$ cat src/hw/pim_pkg.sv
// shared constants and types of the phy interrupt manager
package pim_pkg;

  // management register addresses
  localparam logic [4:0] REG_BASIC_STATUS = 5'h01;
  localparam logic [4:0] REG_LP_ABILITY = 5'h05;
  localparam logic [4:0] REG_AN_EXPANSION = 5'h06;
  localparam logic [4:0] REG_MODE_CTRL = 5'h11;
  localparam logic [4:0] REG_IRQ_SOURCE_FLAGS = 5'h1d;
  localparam logic [4:0] REG_IRQ_MASK = 5'h1e;
  localparam logic [4:0] REG_UNSUP_LO = 5'h07;
  localparam logic [4:0] REG_UNSUP_HI = 5'h0f;

  // status bit positions inside the status registers
  localparam int BIT_AN_COMPLETE = 5;
  localparam int BIT_REMOTE_FAULT = 4;
  localparam int BIT_LINK_STATUS = 2;
  localparam int BIT_LP_ACK = 14;
  localparam int BIT_PAR_DET_FAULT = 4;
  localparam int BIT_PAGE_RX = 1;
  localparam int BIT_ENERGY = 1;
  localparam int BIT_ALT_MODE = 6;

  // interrupt source index = bit in flag and mask registers
  localparam int SRC_ENERGY = 7;
  localparam int SRC_AN_DONE = 6;
  localparam int SRC_RFAULT = 5;
  localparam int SRC_LINK_DOWN = 4;
  localparam int SRC_LP_ACK = 3;
  localparam int SRC_PD_FAULT = 2;
  localparam int SRC_PAGE_RX = 1;

  // which sources each primary-mode release event reaches
  localparam logic [7:0] FALL_REL = 8'hee;
  localparam logic [7:0] RD1_REL = 8'h30;
  localparam logic [7:0] RD6_REL = 8'h06;

  // reset values
  localparam logic [15:0] MASK_RESET = 16'h0080;
  localparam logic [7:0] FLAGS_RESET = 8'h00;
  localparam logic ALT_MODE_RESET = 1'h0;
  localparam logic [15:0] UNSUP_READ = 16'hffff;

  // timing
  localparam int CLK_PERIOD_NS = 25;
  localparam int NS_PER_MS = 1000000;
  localparam int CYC_PER_MS = NS_PER_MS / CLK_PERIOD_NS;
  localparam int REASSERT_PULSE_MS = 256;
  localparam int REASSERT_DELAY_MS = 1000;
  localparam int ACQ_WINDOW_MS = 4;
  localparam int MS_CNT_W = 11;

  // serial management framing
  localparam int PREAMBLE_LEN = 32;
  localparam int HDR_LAST = 12;
  localparam int DATA_BITS = 16;
  localparam logic [1:0] OP_READ = 2'h2;
  localparam logic [1:0] OP_WRITE = 2'h1;

  typedef enum logic [5:0] {
    SMI_PRE = 6'h01,
    SMI_HDR = 6'h02,
    SMI_RTA = 6'h04,
    SMI_RDATA = 6'h08,
    SMI_WTA = 6'h10,
    SMI_WDATA = 6'h20
  } pim_smi_state_type;

  typedef enum logic [3:0] {
    EN_IDLE = 4'h1,
    EN_ARMED = 4'h2,
    EN_WAIT = 4'h4,
    EN_PULSE = 4'h8
  } pim_energy_state_type;

endpackage : pim_pkg

$ cat src/hw/pim_smi_if.sv
// register access strobes between serial engine and register logic
`timescale 1ns/100ps
`default_nettype none
interface pim_smi_if;
  logic [4:0] regAddr; // register addressed by current frame
  logic rdStrobe; // one-cycle pulse, read taken
  logic [15:0] rdData; // read value, combinational from regs
  logic wrStrobe; // one-cycle pulse, write data complete
  logic [15:0] wrData; // write value, valid with wrStrobe
  modport engine(output regAddr, rdStrobe, wrStrobe, wrData,
                 input rdData);
  modport regs(input regAddr, rdStrobe, wrStrobe, wrData,
               output rdData);
endinterface : pim_smi_if
`default_nettype wire

$ cat src/hw/pim_irq_top.sv
// interrupt manager of a 10/100 transceiver with its management port
`timescale 1ns/100ps
`default_nettype none

module pim_irq_top
  import pim_pkg::*;
#(
  parameter int CYC_PER_MS_P = CYC_PER_MS // shorten in simulation
)
(
  input wire logic mclk,
  input wire logic reset,
  input wire logic [4:0] phyAddr,
  input wire logic mdc,
  input wire logic mdioIn,
  output logic mdioOut,
  output logic mdioOe,
  input wire logic energyDetect,
  input wire logic anComplete,
  input wire logic remoteFault,
  input wire logic linkStatus,
  input wire logic lpAck,
  input wire logic parDetFault,
  input wire logic pageReceived,
  input wire logic renegotiate,
  output logic irqNOut
);

  pim_smi_if smiBus();

  // serial framing lives in its own module
  pim_smi_engine pim_smi_engine_i (
    .mclk(mclk),
    .reset(reset),
    .phyAddr(phyAddr),
    .mdc(mdc),
    .mdioIn(mdioIn),
    .mdioOut(mdioOut),
    .mdioOe(mdioOe),
    .bus(smiBus.engine)
  );

  logic [15:0] mask_q; // interrupt mask register
  logic [7:0] flags_q; // source flags, bit 0 unused
  logic altMode_q; // alternate mode select
  logic maskWritten_q; // host has written the mask
  logic acqActive_q; // signal acquisition still running
  logic energyEff; // energy level seen by software
  logic [7:0] active; // per-source active level
  logic [7:0] activePrev_q; // last cycle's active levels
  logic [7:0] rise; // source became active
  logic [7:0] fall; // source became inactive
  logic [7:0] relPri; // primary-mode release events
  logic [7:0] clr; // flag clear request this cycle
  logic rd1;
  logic rd6;
  logic rd29;
  logic wr29;
  logic wr30;
  logic wr17;
  logic linkDownEv;
  logic energyRelease; // flag 7 released while energy high
  logic irqReq; // combined request before the output flop
  logic msTick; // one-cycle pulse each millisecond
  logic [$clog2(CYC_PER_MS_P)-1:0] divCnt_q;
  logic [MS_CNT_W-1:0] msCnt_q; // energy pulse timer
  logic [MS_CNT_W-1:0] acqCnt_q; // acquisition timer
  pim_energy_state_type enState_q;
  logic [15:0] rdMux;

  // decode of register accesses from the serial engine
  assign rd1 = smiBus.rdStrobe & (smiBus.regAddr == REG_BASIC_STATUS);
  assign rd6 = smiBus.rdStrobe & (smiBus.regAddr == REG_AN_EXPANSION);
  assign rd29 = smiBus.rdStrobe &
                (smiBus.regAddr == REG_IRQ_SOURCE_FLAGS);
  assign wr29 = smiBus.wrStrobe &
                (smiBus.regAddr == REG_IRQ_SOURCE_FLAGS);
  assign wr30 = smiBus.wrStrobe & (smiBus.regAddr == REG_IRQ_MASK);
  assign wr17 = smiBus.wrStrobe & (smiBus.regAddr == REG_MODE_CTRL);

  // millisecond enable shared by every slow timer
  always_ff @(posedge mclk) begin
    if (reset) begin
      divCnt_q <= '0;
    end else if (divCnt_q == ($bits(divCnt_q))'(CYC_PER_MS_P - 1)) begin
      divCnt_q <= '0;
    end else begin
      divCnt_q <= divCnt_q + 1'b1;
    end
  end

  assign msTick = (divCnt_q == ($bits(divCnt_q))'(CYC_PER_MS_P - 1));

  // energy reads one during acquisition even before the line shows it
  always_ff @(posedge mclk) begin
    if (reset) begin
      acqActive_q <= 1'h1;
      acqCnt_q <= '0;
    end else if (acqActive_q && msTick) begin
      acqCnt_q <= acqCnt_q + 1'b1;
      if (acqCnt_q == MS_CNT_W'(ACQ_WINDOW_MS - 1)) begin
        acqActive_q <= 1'h0;
      end
    end
  end

  assign energyEff = energyDetect | acqActive_q;

  // active levels: link down is active when link status is low
  always_comb begin
    active = 8'h00;
    active[SRC_ENERGY] = energyEff;
    active[SRC_AN_DONE] = anComplete;
    active[SRC_RFAULT] = remoteFault;
    active[SRC_LINK_DOWN] = ~linkStatus;
    active[SRC_LP_ACK] = lpAck;
    active[SRC_PD_FAULT] = parDetFault;
    active[SRC_PAGE_RX] = pageReceived;
  end

  // edge history; energy starts high so acquisition raises no event
  always_ff @(posedge mclk) begin
    if (reset) begin
      activePrev_q <= 8'h80;
    end else begin
      activePrev_q <= active;
    end
  end

  assign rise = active & ~activePrev_q;
  assign fall = ~active & activePrev_q;
  assign linkDownEv = rise[SRC_LINK_DOWN];

  // primary-mode release events per source
  always_comb begin
    relPri = fall & FALL_REL;
    if (rd29) begin
      relPri = relPri | 8'hfe;
    end
    if (rd1) begin
      relPri = relPri | RD1_REL;
    end
    if (rd6 || renegotiate || linkDownEv) begin
      relPri = relPri | RD6_REL;
    end
  end

  // per-source flag: mode picks the clear condition, set wins
  genvar gi;
  generate
    for (gi = 1; gi < 8; gi++) begin : gSrc
      // alternate mode only clears once the source is inactive
      assign clr[gi] = altMode_q ?
        (wr29 & smiBus.wrData[gi] & ~active[gi]) :
        relPri[gi];

      always_ff @(posedge mclk) begin
        if (reset) begin
          flags_q[gi] <= FLAGS_RESET[gi];
        end else if (rise[gi]) begin
          flags_q[gi] <= 1'h1;
        end else if (clr[gi]) begin
          flags_q[gi] <= 1'h0;
        end
      end
    end
  endgenerate

  assign clr[0] = 1'h0;
  assign flags_q[0] = 1'h0;

  // mask register; the energy bit follows the end of acquisition
  always_ff @(posedge mclk) begin
    if (reset) begin
      mask_q <= MASK_RESET;
      maskWritten_q <= 1'h0;
    end else if (wr30) begin
      mask_q <= smiBus.wrData;
      maskWritten_q <= 1'h1;
    end else if (acqActive_q && msTick && !energyDetect &&
                 !maskWritten_q &&
                 acqCnt_q == MS_CNT_W'(ACQ_WINDOW_MS - 1)) begin
      mask_q[SRC_ENERGY] <= 1'h0;
    end
  end

  // mode select; only the host sets alternate mode
  always_ff @(posedge mclk) begin
    if (reset) begin
      altMode_q <= ALT_MODE_RESET;
    end else if (wr17) begin
      altMode_q <= smiBus.wrData[BIT_ALT_MODE];
    end
  end

  // a primary release of energy while still high arms the late pulse
  assign energyRelease = ~altMode_q & flags_q[SRC_ENERGY] &
                         clr[SRC_ENERGY] & ~rise[SRC_ENERGY] &
                         energyEff & mask_q[SRC_ENERGY];

  // late energy pulse: about a second after energy drops, for 256 ms
  // clearing the energy mask cancels it at any point
  always_ff @(posedge mclk) begin
    if (reset) begin
      enState_q <= EN_IDLE;
      msCnt_q <= '0;
    end else if (!mask_q[SRC_ENERGY]) begin
      enState_q <= EN_IDLE;
      msCnt_q <= '0;
    end else begin
      case (enState_q)
        EN_IDLE: begin
          if (energyRelease) begin
            enState_q <= EN_ARMED;
          end
        end
        EN_ARMED: begin
          if (fall[SRC_ENERGY]) begin
            enState_q <= EN_WAIT;
            msCnt_q <= '0;
          end
        end
        EN_WAIT: begin
          // fresh energy starts a normal flag event instead
          if (rise[SRC_ENERGY]) begin
            enState_q <= EN_IDLE;
          end else if (msTick) begin
            msCnt_q <= msCnt_q + 1'b1;
            if (msCnt_q == MS_CNT_W'(REASSERT_DELAY_MS - 1)) begin
              enState_q <= EN_PULSE;
              msCnt_q <= '0;
            end
          end
        end
        EN_PULSE: begin
          if (msTick) begin
            msCnt_q <= msCnt_q + 1'b1;
            if (msCnt_q == MS_CNT_W'(REASSERT_PULSE_MS - 1)) begin
              enState_q <= EN_IDLE;
              msCnt_q <= '0;
            end
          end
        end
        default: begin
          enState_q <= EN_IDLE;
          msCnt_q <= '0;
        end
      endcase
    end
  end

  // any unmasked flag, or the late energy pulse, pulls irq low
  assign irqReq = |(flags_q & mask_q[7:0]) |
                  ((enState_q == EN_PULSE) & mask_q[SRC_ENERGY]);

  // registered output keeps glitches off the pin
  always_ff @(posedge mclk) begin
    if (reset) begin
      irqNOut <= 1'h1;
    end else begin
      irqNOut <= ~irqReq;
    end
  end

  // read value of the addressed register
  always_comb begin
    rdMux = 16'h0000;
    case (smiBus.regAddr)
      REG_BASIC_STATUS: begin
        rdMux[BIT_AN_COMPLETE] = anComplete;
        rdMux[BIT_REMOTE_FAULT] = remoteFault;
        rdMux[BIT_LINK_STATUS] = linkStatus;
      end
      REG_LP_ABILITY: begin
        rdMux[BIT_LP_ACK] = lpAck;
      end
      REG_AN_EXPANSION: begin
        rdMux[BIT_PAR_DET_FAULT] = parDetFault;
        rdMux[BIT_PAGE_RX] = pageReceived;
      end
      REG_MODE_CTRL: begin
        rdMux[BIT_ENERGY] = energyEff;
        rdMux[BIT_ALT_MODE] = altMode_q;
      end
      REG_IRQ_SOURCE_FLAGS: begin
        rdMux = {8'h00, flags_q};
      end
      REG_IRQ_MASK: begin
        rdMux = mask_q;
      end
      default: begin
        // unimplemented standard registers 0x07 to 0x0f read all ones
        if (smiBus.regAddr >= REG_UNSUP_LO &&
            smiBus.regAddr <= REG_UNSUP_HI) begin
          rdMux = UNSUP_READ;
        end
      end
    endcase
  end

  assign smiBus.rdData = rdMux;

endmodule : pim_irq_top
`default_nettype wire

$ cat src/hw/pim_smi_engine.sv
// serial management frame engine sampling mdc/mdio on mclk
`timescale 1ns/100ps
`default_nettype none
module pim_smi_engine
  import pim_pkg::*;
(
  input wire logic mclk,
  input wire logic reset,
  input wire logic [4:0] phyAddr,
  input wire logic mdc,
  input wire logic mdioIn,
  output logic mdioOut,
  output logic mdioOe,
  pim_smi_if.engine bus
);

  logic [2:0] mdcSync_q; // three-stage synchroniser for mdc
  logic [2:0] mdioSync_q; // three-stage synchroniser for mdio
  logic mdcLvl_q; // accepted mdc level
  logic mdcRise; // one-cycle enable on accepted mdc rise
  logic bitIn; // settled mdio bit
  pim_smi_state_type state_q;
  logic [5:0] cnt_q; // preamble or bit counter
  logic [11:0] hdr_q; // collected header bits
  logic [12:0] hdrFull; // header including current bit
  logic [15:0] shift_q; // read or write data shifter
  logic [4:0] regAddr_q;
  logic rdStrobe_q;
  logic wrStrobe_q;

  // pins come from the management host domain
  always_ff @(posedge mclk) begin
    if (reset) begin
      mdcSync_q <= 3'h0;
      mdioSync_q <= 3'h0;
    end else begin
      mdcSync_q <= {mdcSync_q[1:0], mdc};
      mdioSync_q <= {mdioSync_q[1:0], mdioIn};
    end
  end

  // a level is accepted only when stages two and three agree
  always_ff @(posedge mclk) begin
    if (reset) begin
      mdcLvl_q <= 1'h0;
    end else if (mdcSync_q[1] == mdcSync_q[2]) begin
      mdcLvl_q <= mdcSync_q[2];
    end
  end

  assign mdcRise = mdcSync_q[1] & mdcSync_q[2] & ~mdcLvl_q;
  assign bitIn = mdioSync_q[2];
  assign hdrFull = {hdr_q, bitIn};

  // frame sequencer, advances once per mdc rise
  always_ff @(posedge mclk) begin
    if (reset) begin
      state_q <= SMI_PRE;
      cnt_q <= 6'h00;
      hdr_q <= 12'h000;
      shift_q <= 16'h0000;
      regAddr_q <= 5'h00;
      rdStrobe_q <= 1'h0;
      wrStrobe_q <= 1'h0;
      mdioOut <= 1'h0;
      mdioOe <= 1'h0;
    end else begin
      rdStrobe_q <= 1'h0;
      wrStrobe_q <= 1'h0;
      // read value is caught before the read side effects land
      if (rdStrobe_q) begin
        shift_q <= bus.rdData;
      end
      if (mdcRise) begin
        case (state_q)
          SMI_PRE: begin
            if (bitIn) begin
              if (cnt_q != 6'(PREAMBLE_LEN)) begin
                cnt_q <= cnt_q + 6'h01;
              end
            end else if (cnt_q == 6'(PREAMBLE_LEN)) begin
              state_q <= SMI_HDR; // first start bit seen
              cnt_q <= 6'h00;
            end else begin
              cnt_q <= 6'h00;
            end
          end
          SMI_HDR: begin
            hdr_q <= hdrFull[11:0];
            cnt_q <= cnt_q + 6'h01;
            if (cnt_q == 6'(HDR_LAST)) begin
              cnt_q <= 6'h00;
              regAddr_q <= hdrFull[4:0];
              // frames for other addresses fall back to preamble hunt
              if (!hdrFull[12] || hdrFull[9:5] != phyAddr) begin
                state_q <= SMI_PRE;
              end else if (hdrFull[11:10] == OP_READ) begin
                state_q <= SMI_RTA;
                rdStrobe_q <= 1'h1;
              end else if (hdrFull[11:10] == OP_WRITE) begin
                state_q <= SMI_WTA;
              end else begin
                state_q <= SMI_PRE;
              end
            end
          end
          SMI_RTA: begin
            mdioOut <= 1'h0; // second turnaround bit driven low
            mdioOe <= 1'h1;
            state_q <= SMI_RDATA;
          end
          SMI_RDATA: begin
            if (cnt_q == 6'(DATA_BITS)) begin
              mdioOe <= 1'h0;
              state_q <= SMI_PRE;
              cnt_q <= 6'h00;
            end else begin
              mdioOut <= shift_q[15];
              shift_q <= {shift_q[14:0], 1'h0};
              cnt_q <= cnt_q + 6'h01;
            end
          end
          SMI_WTA: begin
            cnt_q <= cnt_q + 6'h01;
            if (cnt_q == 6'h01) begin
              state_q <= SMI_WDATA;
              cnt_q <= 6'h00;
            end
          end
          SMI_WDATA: begin
            shift_q <= {shift_q[14:0], bitIn};
            cnt_q <= cnt_q + 6'h01;
            if (cnt_q == 6'(DATA_BITS - 1)) begin
              wrStrobe_q <= 1'h1;
              state_q <= SMI_PRE;
              cnt_q <= 6'h00;
            end
          end
          default: begin
            state_q <= SMI_PRE;
            cnt_q <= 6'h00;
          end
        endcase
      end
    end
  end

  assign bus.regAddr = regAddr_q;
  assign bus.rdStrobe = rdStrobe_q;
  assign bus.wrStrobe = wrStrobe_q;
  assign bus.wrData = shift_q;

endmodule : pim_smi_engine
`default_nettype wire

$ cat config.mk
export PLATFORM = sky130hd
export DESIGN_NAME = pim_irq_top
export DESIGN_NICKNAME = d
export VERILOG_FILES = /design/src/hw/pim_pkg.sv /design/src/hw/pim_smi_if.sv /design/src/hw/pim_irq_top.sv /design/src/hw/pim_smi_engine.sv
export SDC_FILE = /design/constraint.sdc
export NUM_CORES = 1
export LEC_CHECK = 0
export BUFFER_PORTS_ARGS = -buffer_cell sky130_fd_sc_hd__buf_2
export CAP_MARGIN = 20
export CELL_PAD_IN_SITES_DETAIL_PLACEMENT = 2
export CELL_PAD_IN_SITES_GLOBAL_PLACEMENT = 2
export CORE_MARGIN = 2
export CORE_UTILIZATION = 34
export DETAILED_ROUTE_END_ITERATION = 10
export PLACE_DENSITY_LB_ADDON = 0.1
export SYNTH_ARGS = -nofsm -noshare
export SYNTH_HDL_FRONTEND = slang
export SYNTH_SLANG_ARGS = --single-unit
$ cat constraint.sdc
create_clock -name mclk -period 2.49 [get_ports mclk]
set_clock_uncertainty 0.2 [all_clocks]
set_input_delay 0.3735 -clock mclk [delete_from_list [all_inputs] [get_ports mclk]]
set_output_delay 0.3735 -clock mclk [all_outputs]
set_load 0.02 [all_outputs]
==> impl_results.md <==
- Cell family with the largest share of critical-path delay: simple AND/OR/NAND/NOR gates
- Reg2reg start: pim_smi_engine_i.cnt_q[1]
- Max Root-Sink Buffers: 2
- CP Max Fanout: 5
- Status: finished, violations left
- Number of antenna violations at the first check in global routing: 0
- Syn nets: 767
- Most common cell after layout, fill and taps aside: dfxtp_1
- Cells traversed along the worst timing path: inv_2 -> ha_4 -> or3b_4 -> o2111ai_4 -> buf_6 -> o2111ai_4 -> nor3_4 -> buf_12 -> mux2i_1 -> nor2_1
- Slew at the pin with the worst max-slew slack: 0.5574 ns
- Hold depth: 2
- Width of the chip: 139.3 µm
- P&R area growth vs syn: 22.95%
- Initial DRC count: 232
- Worst rel slew slack: 62.32%
- Crit path capture type: flop
- Vias in the first global route: 6198
- Sort of element at the start of the critical path: flop
- Initial cell density of the core: 34.62%
- WL per Instance: 19.14 µm
- Length of the first detailed-routing pass in iterations: 6
- Number of remaining DRC errors: 0
- Final critical-path setup slack: -0.05003 ns
- Leading cell types in the layout, fill and taps excluded: dfxtp_1, nor2_1, a21oi_1, nand2_1, buf_4
- Worst setup path class: flop to flop
- Critical path's largest stage delay: 0.40 ns
- Distinct cell type count after synthesis: 69
- Count of antenna diodes in the layout: 0
- Clock insertion delay at the later pin of the skew report: 0.43 ns
- CTS tree: yes
- Total congestion overflow: 0
- Ratio of cells with drive above 1 in the final layout: 16.28%
- Vias/cell: 5.427
- Hold Path Class: input port to flop
- CTS clk-pin slew, worst paths: 0.06 ns
- Area share of the largest cell type after synthesis: 42.49%
- Max Slew Vio Count: 0
- Power density relative to cell area: 622.6 mW/mm²
- Synthesis Warnings: 0
- Netlist area before placement: 0.006220 mm²
- Period Utilization, post-route: 102.0%
- Worst endpoint data arrival time: 2.64 ns
- Post-detailed-placement half-perimeter wirelength: 13900 µm
- Sinks on Clock Net: 132
- CTS buffer count: 17
- Internal reg-to-reg setup slack: -0.05 ns
- Slowest-stage cell, CP: or3b_4
- Yosys reg bits: 132
- Number of nets at the end of the flow: 825
- Detailed-route wire length: 19910 µm
- Buffer cell driving the clock tree root: clkbuf_16
- Number of maximum-capacitance constraint violations: 0
- Die Span Y: 139.3 µm
- Routed Antenna Nets: 0
- First-pass GRT wire length: 32190 µm
- H-tree level count: 4
- Capture endpoint of the worst hold path: activePrev_q[5]
- Proportion of synthesized flip-flops having asynchronous set or reset: 0%
- Launch point of the worst hold path: remoteFault
- EDFF count, synth: 0
- Peak VDD IR: 0.4854 mV
- Fmax achieved: 393.7 MHz
- Floorplan core area: 0.01796 mm²
- Post-layout instance area: 0.007647 mm²
- Sum of buffers and inverters on the critical path: 3
- Main area contributors after synthesis: dfxtp_1, a21oi_1, nor2_1, nand2_1, mux2i_1
- # port buffers: 19
- Area after DPL: 0.006829 mm²
- Sequential share of the synthesized area: 42.49%
- Worst Path Required: 2.59 ns
- Failing checks: setup timing
- Avg Cell Area, Syn: 8.394 µm²
- Library cell appearing most often on the critical path: o2111ai_4
- Post-placement setup slack: -0.02512 ns
- Setup repair after global routing missed its margin: yes
- Die area: 0.01939 mm²
- Routability-driven placement congestion ratio: 0.7905
- Count of endpoints failing hold in the final timing report: 0
- Top_reg_cell synth: dfxtp_1
- Worst Reg-to-Reg Cells: 10
- Number of endpoints failing setup at the final stage: 4
- Final worst path period need: 2.540 ns
- Maximum number of pins on one net before global-route repair: 67
- Routed vias: 5644
- Leakage power total: 2.877 nW
- Power Total: 4.761 mW
- Overall track demand over capacity in global routing: 20.45%
- Cell type with the highest aggregate area in the netlist: dfxtp_1
- Gate Count Post-Synth: 741
- Number of top-level pins: 20
- Core Rows: 49
- Reg-to-Reg End: pim_smi_engine_i.state_q[1]
==> layer usage <==
| layer | routed length (µm) | global-route usage [%] | part of all wire, % | vias to the layer above |
|---|---|---|---|---|
| met5 | 0 | 0 | 0 | - |
| met4 | 360 | 6.699 | 1.8 | 0 |
| met1 | 8804 | 24.61 | 44 | 2822 |
| met3 | 404 | 4.405 | 2.0 | 27 |
| met2 | 10340 | 36.22 | 52 | 51 |
| li1 | - | - | - | 2744 |
==> metrics by stage <==
stage | instances | setup TNS [ns] | hold slack, ns | utilization [%]
global placement | 999 | 0 | 0.2011 | 38.02
detailed placement | 999 | -0.05129 | 0.2013 | 38.02
floorplan | 741 | 0 | 0.1907 | -
CTS | 1034 | -0.1058 | 0.01282 | 41.46
finish | 1040 | -0.1062 | 0.02222 | 42.57
global route | 1040 | -0.7271 | 0.03223 | 42.57
==> cell families (layout without fill, tap and decap cells) <==
logic type / count (synthesis) / after routing / synth area share, %
and+or+nand+nor: 315 / 315 / 26.07
AOI/OAI and AO/OA: 167 / 167 / 17.16
DFF: 132 / 132 / 42.49
buffers and inverters: 61 / 131 / 3.983
xor gates and xnor gates: 34 / 34 / 4.788
muxes: 23 / 23 / 3.701
adders and majority gates: 9 / 9 / 1.811
==> cell type report <==
class	count	area, µm²
clock inverter	9	103.9
multi-input combinational	548	3448
sequential	132	2645
timing repair buffer	74	591.8
tap	229	286.5
inverter	26	97.59
fill	1975	10320
clock buffer	22	474.2
==> power breakdown <==
| group | switching (mW) | internal, mW |
|---|---|---|
| registers | 0.0162 | 2.13 |
| clock network | 0.944 | 1.54 |
| logic | 0.0773 | 0.0493 |
| total | 1.04 | 3.72 |
==> synth_stat cells, types with 4 or more instances <==
| master | count |
|---|---|
| mux2i_1 | 23 |
| or3_1 | 10 |
| a22oi_1 | 5 |
| xnor2_1 | 18 |
| o31ai_1 | 5 |
| clkbuf_1 | 26 |
| a211oi_1 | 7 |
| a31oi_1 | 5 |
| and3_1 | 17 |
| buf_2 | 6 |
| nor2_1 | 92 |
| a21o_1 | 6 |
| xor2_1 | 16 |
| dfxtp_1 | 132 |
| nand3_1 | 14 |
| nor3_1 | 16 |
| nor3b_1 | 6 |
| nand2_1 | 73 |
| ha_1 | 9 |
| a21oi_1 | 73 |
| and2_1 | 12 |
| o21ai_0 | 28 |
| or4_1 | 6 |
| nor4_1 | 7 |
| and3b_1 | 4 |
| nor2b_1 | 14 |
| nand2b_1 | 6 |
| nand3b_1 | 5 |
| inv_1 | 26 |
| nand4_1 | 13 |
==> worst max-delay path by stage <==
| stage | startpoint | to | slack (ns) | cells past startpoint |
|---|---|---|---|---|
| finish | pim_smi_engine_i.cnt_q[1] | pim_smi_engine_i.state_q[1] | -0.05 | 10 |
| floorplan | pim_smi_engine_i.cnt_q[0] | pim_smi_engine_i.state_q[1] | 0.16 | 8 |
| global placement | pim_smi_engine_i.cnt_q[1] | pim_smi_engine_i.state_q[3] | 0.09 | 10 |
| detailed placement | pim_smi_engine_i.cnt_q[1] | pim_smi_engine_i.state_q[1] | -0.03 | 10 |
| global route | pim_smi_engine_i.cnt_q[1] | pim_smi_engine_i.state_q[1] | -0.15 | 10 |
| CTS | pim_smi_engine_i.state_q[1] | pim_smi_engine_i.bus.wrData[8] | -0.04 | 7 |
==> timing repair <==
item	CTS	global route
buffers inserted	0	5
resized for setup	0	23
endpoints found under the hold margin	4	0
cloned	0	1
pin swaps	1	6
hold buffers	4	0
setup endpoints to repair	7	38
==> flip-flops by register name, summed over array words and instances (netlist names), 6 cells and up <==
register	cells
divCnt_q	16
pim_smi_engine_i.bus.wrData	16
pim_smi_engine_i.hdr_q	12
msCnt_q	11
activePrev_q	7
pim_smi_engine_i.state_q	6
pim_smi_engine_i.cnt_q	6
flags_q	7
acqCnt_q	11
mask_q	16
Power figures use the tool's default switching activity.
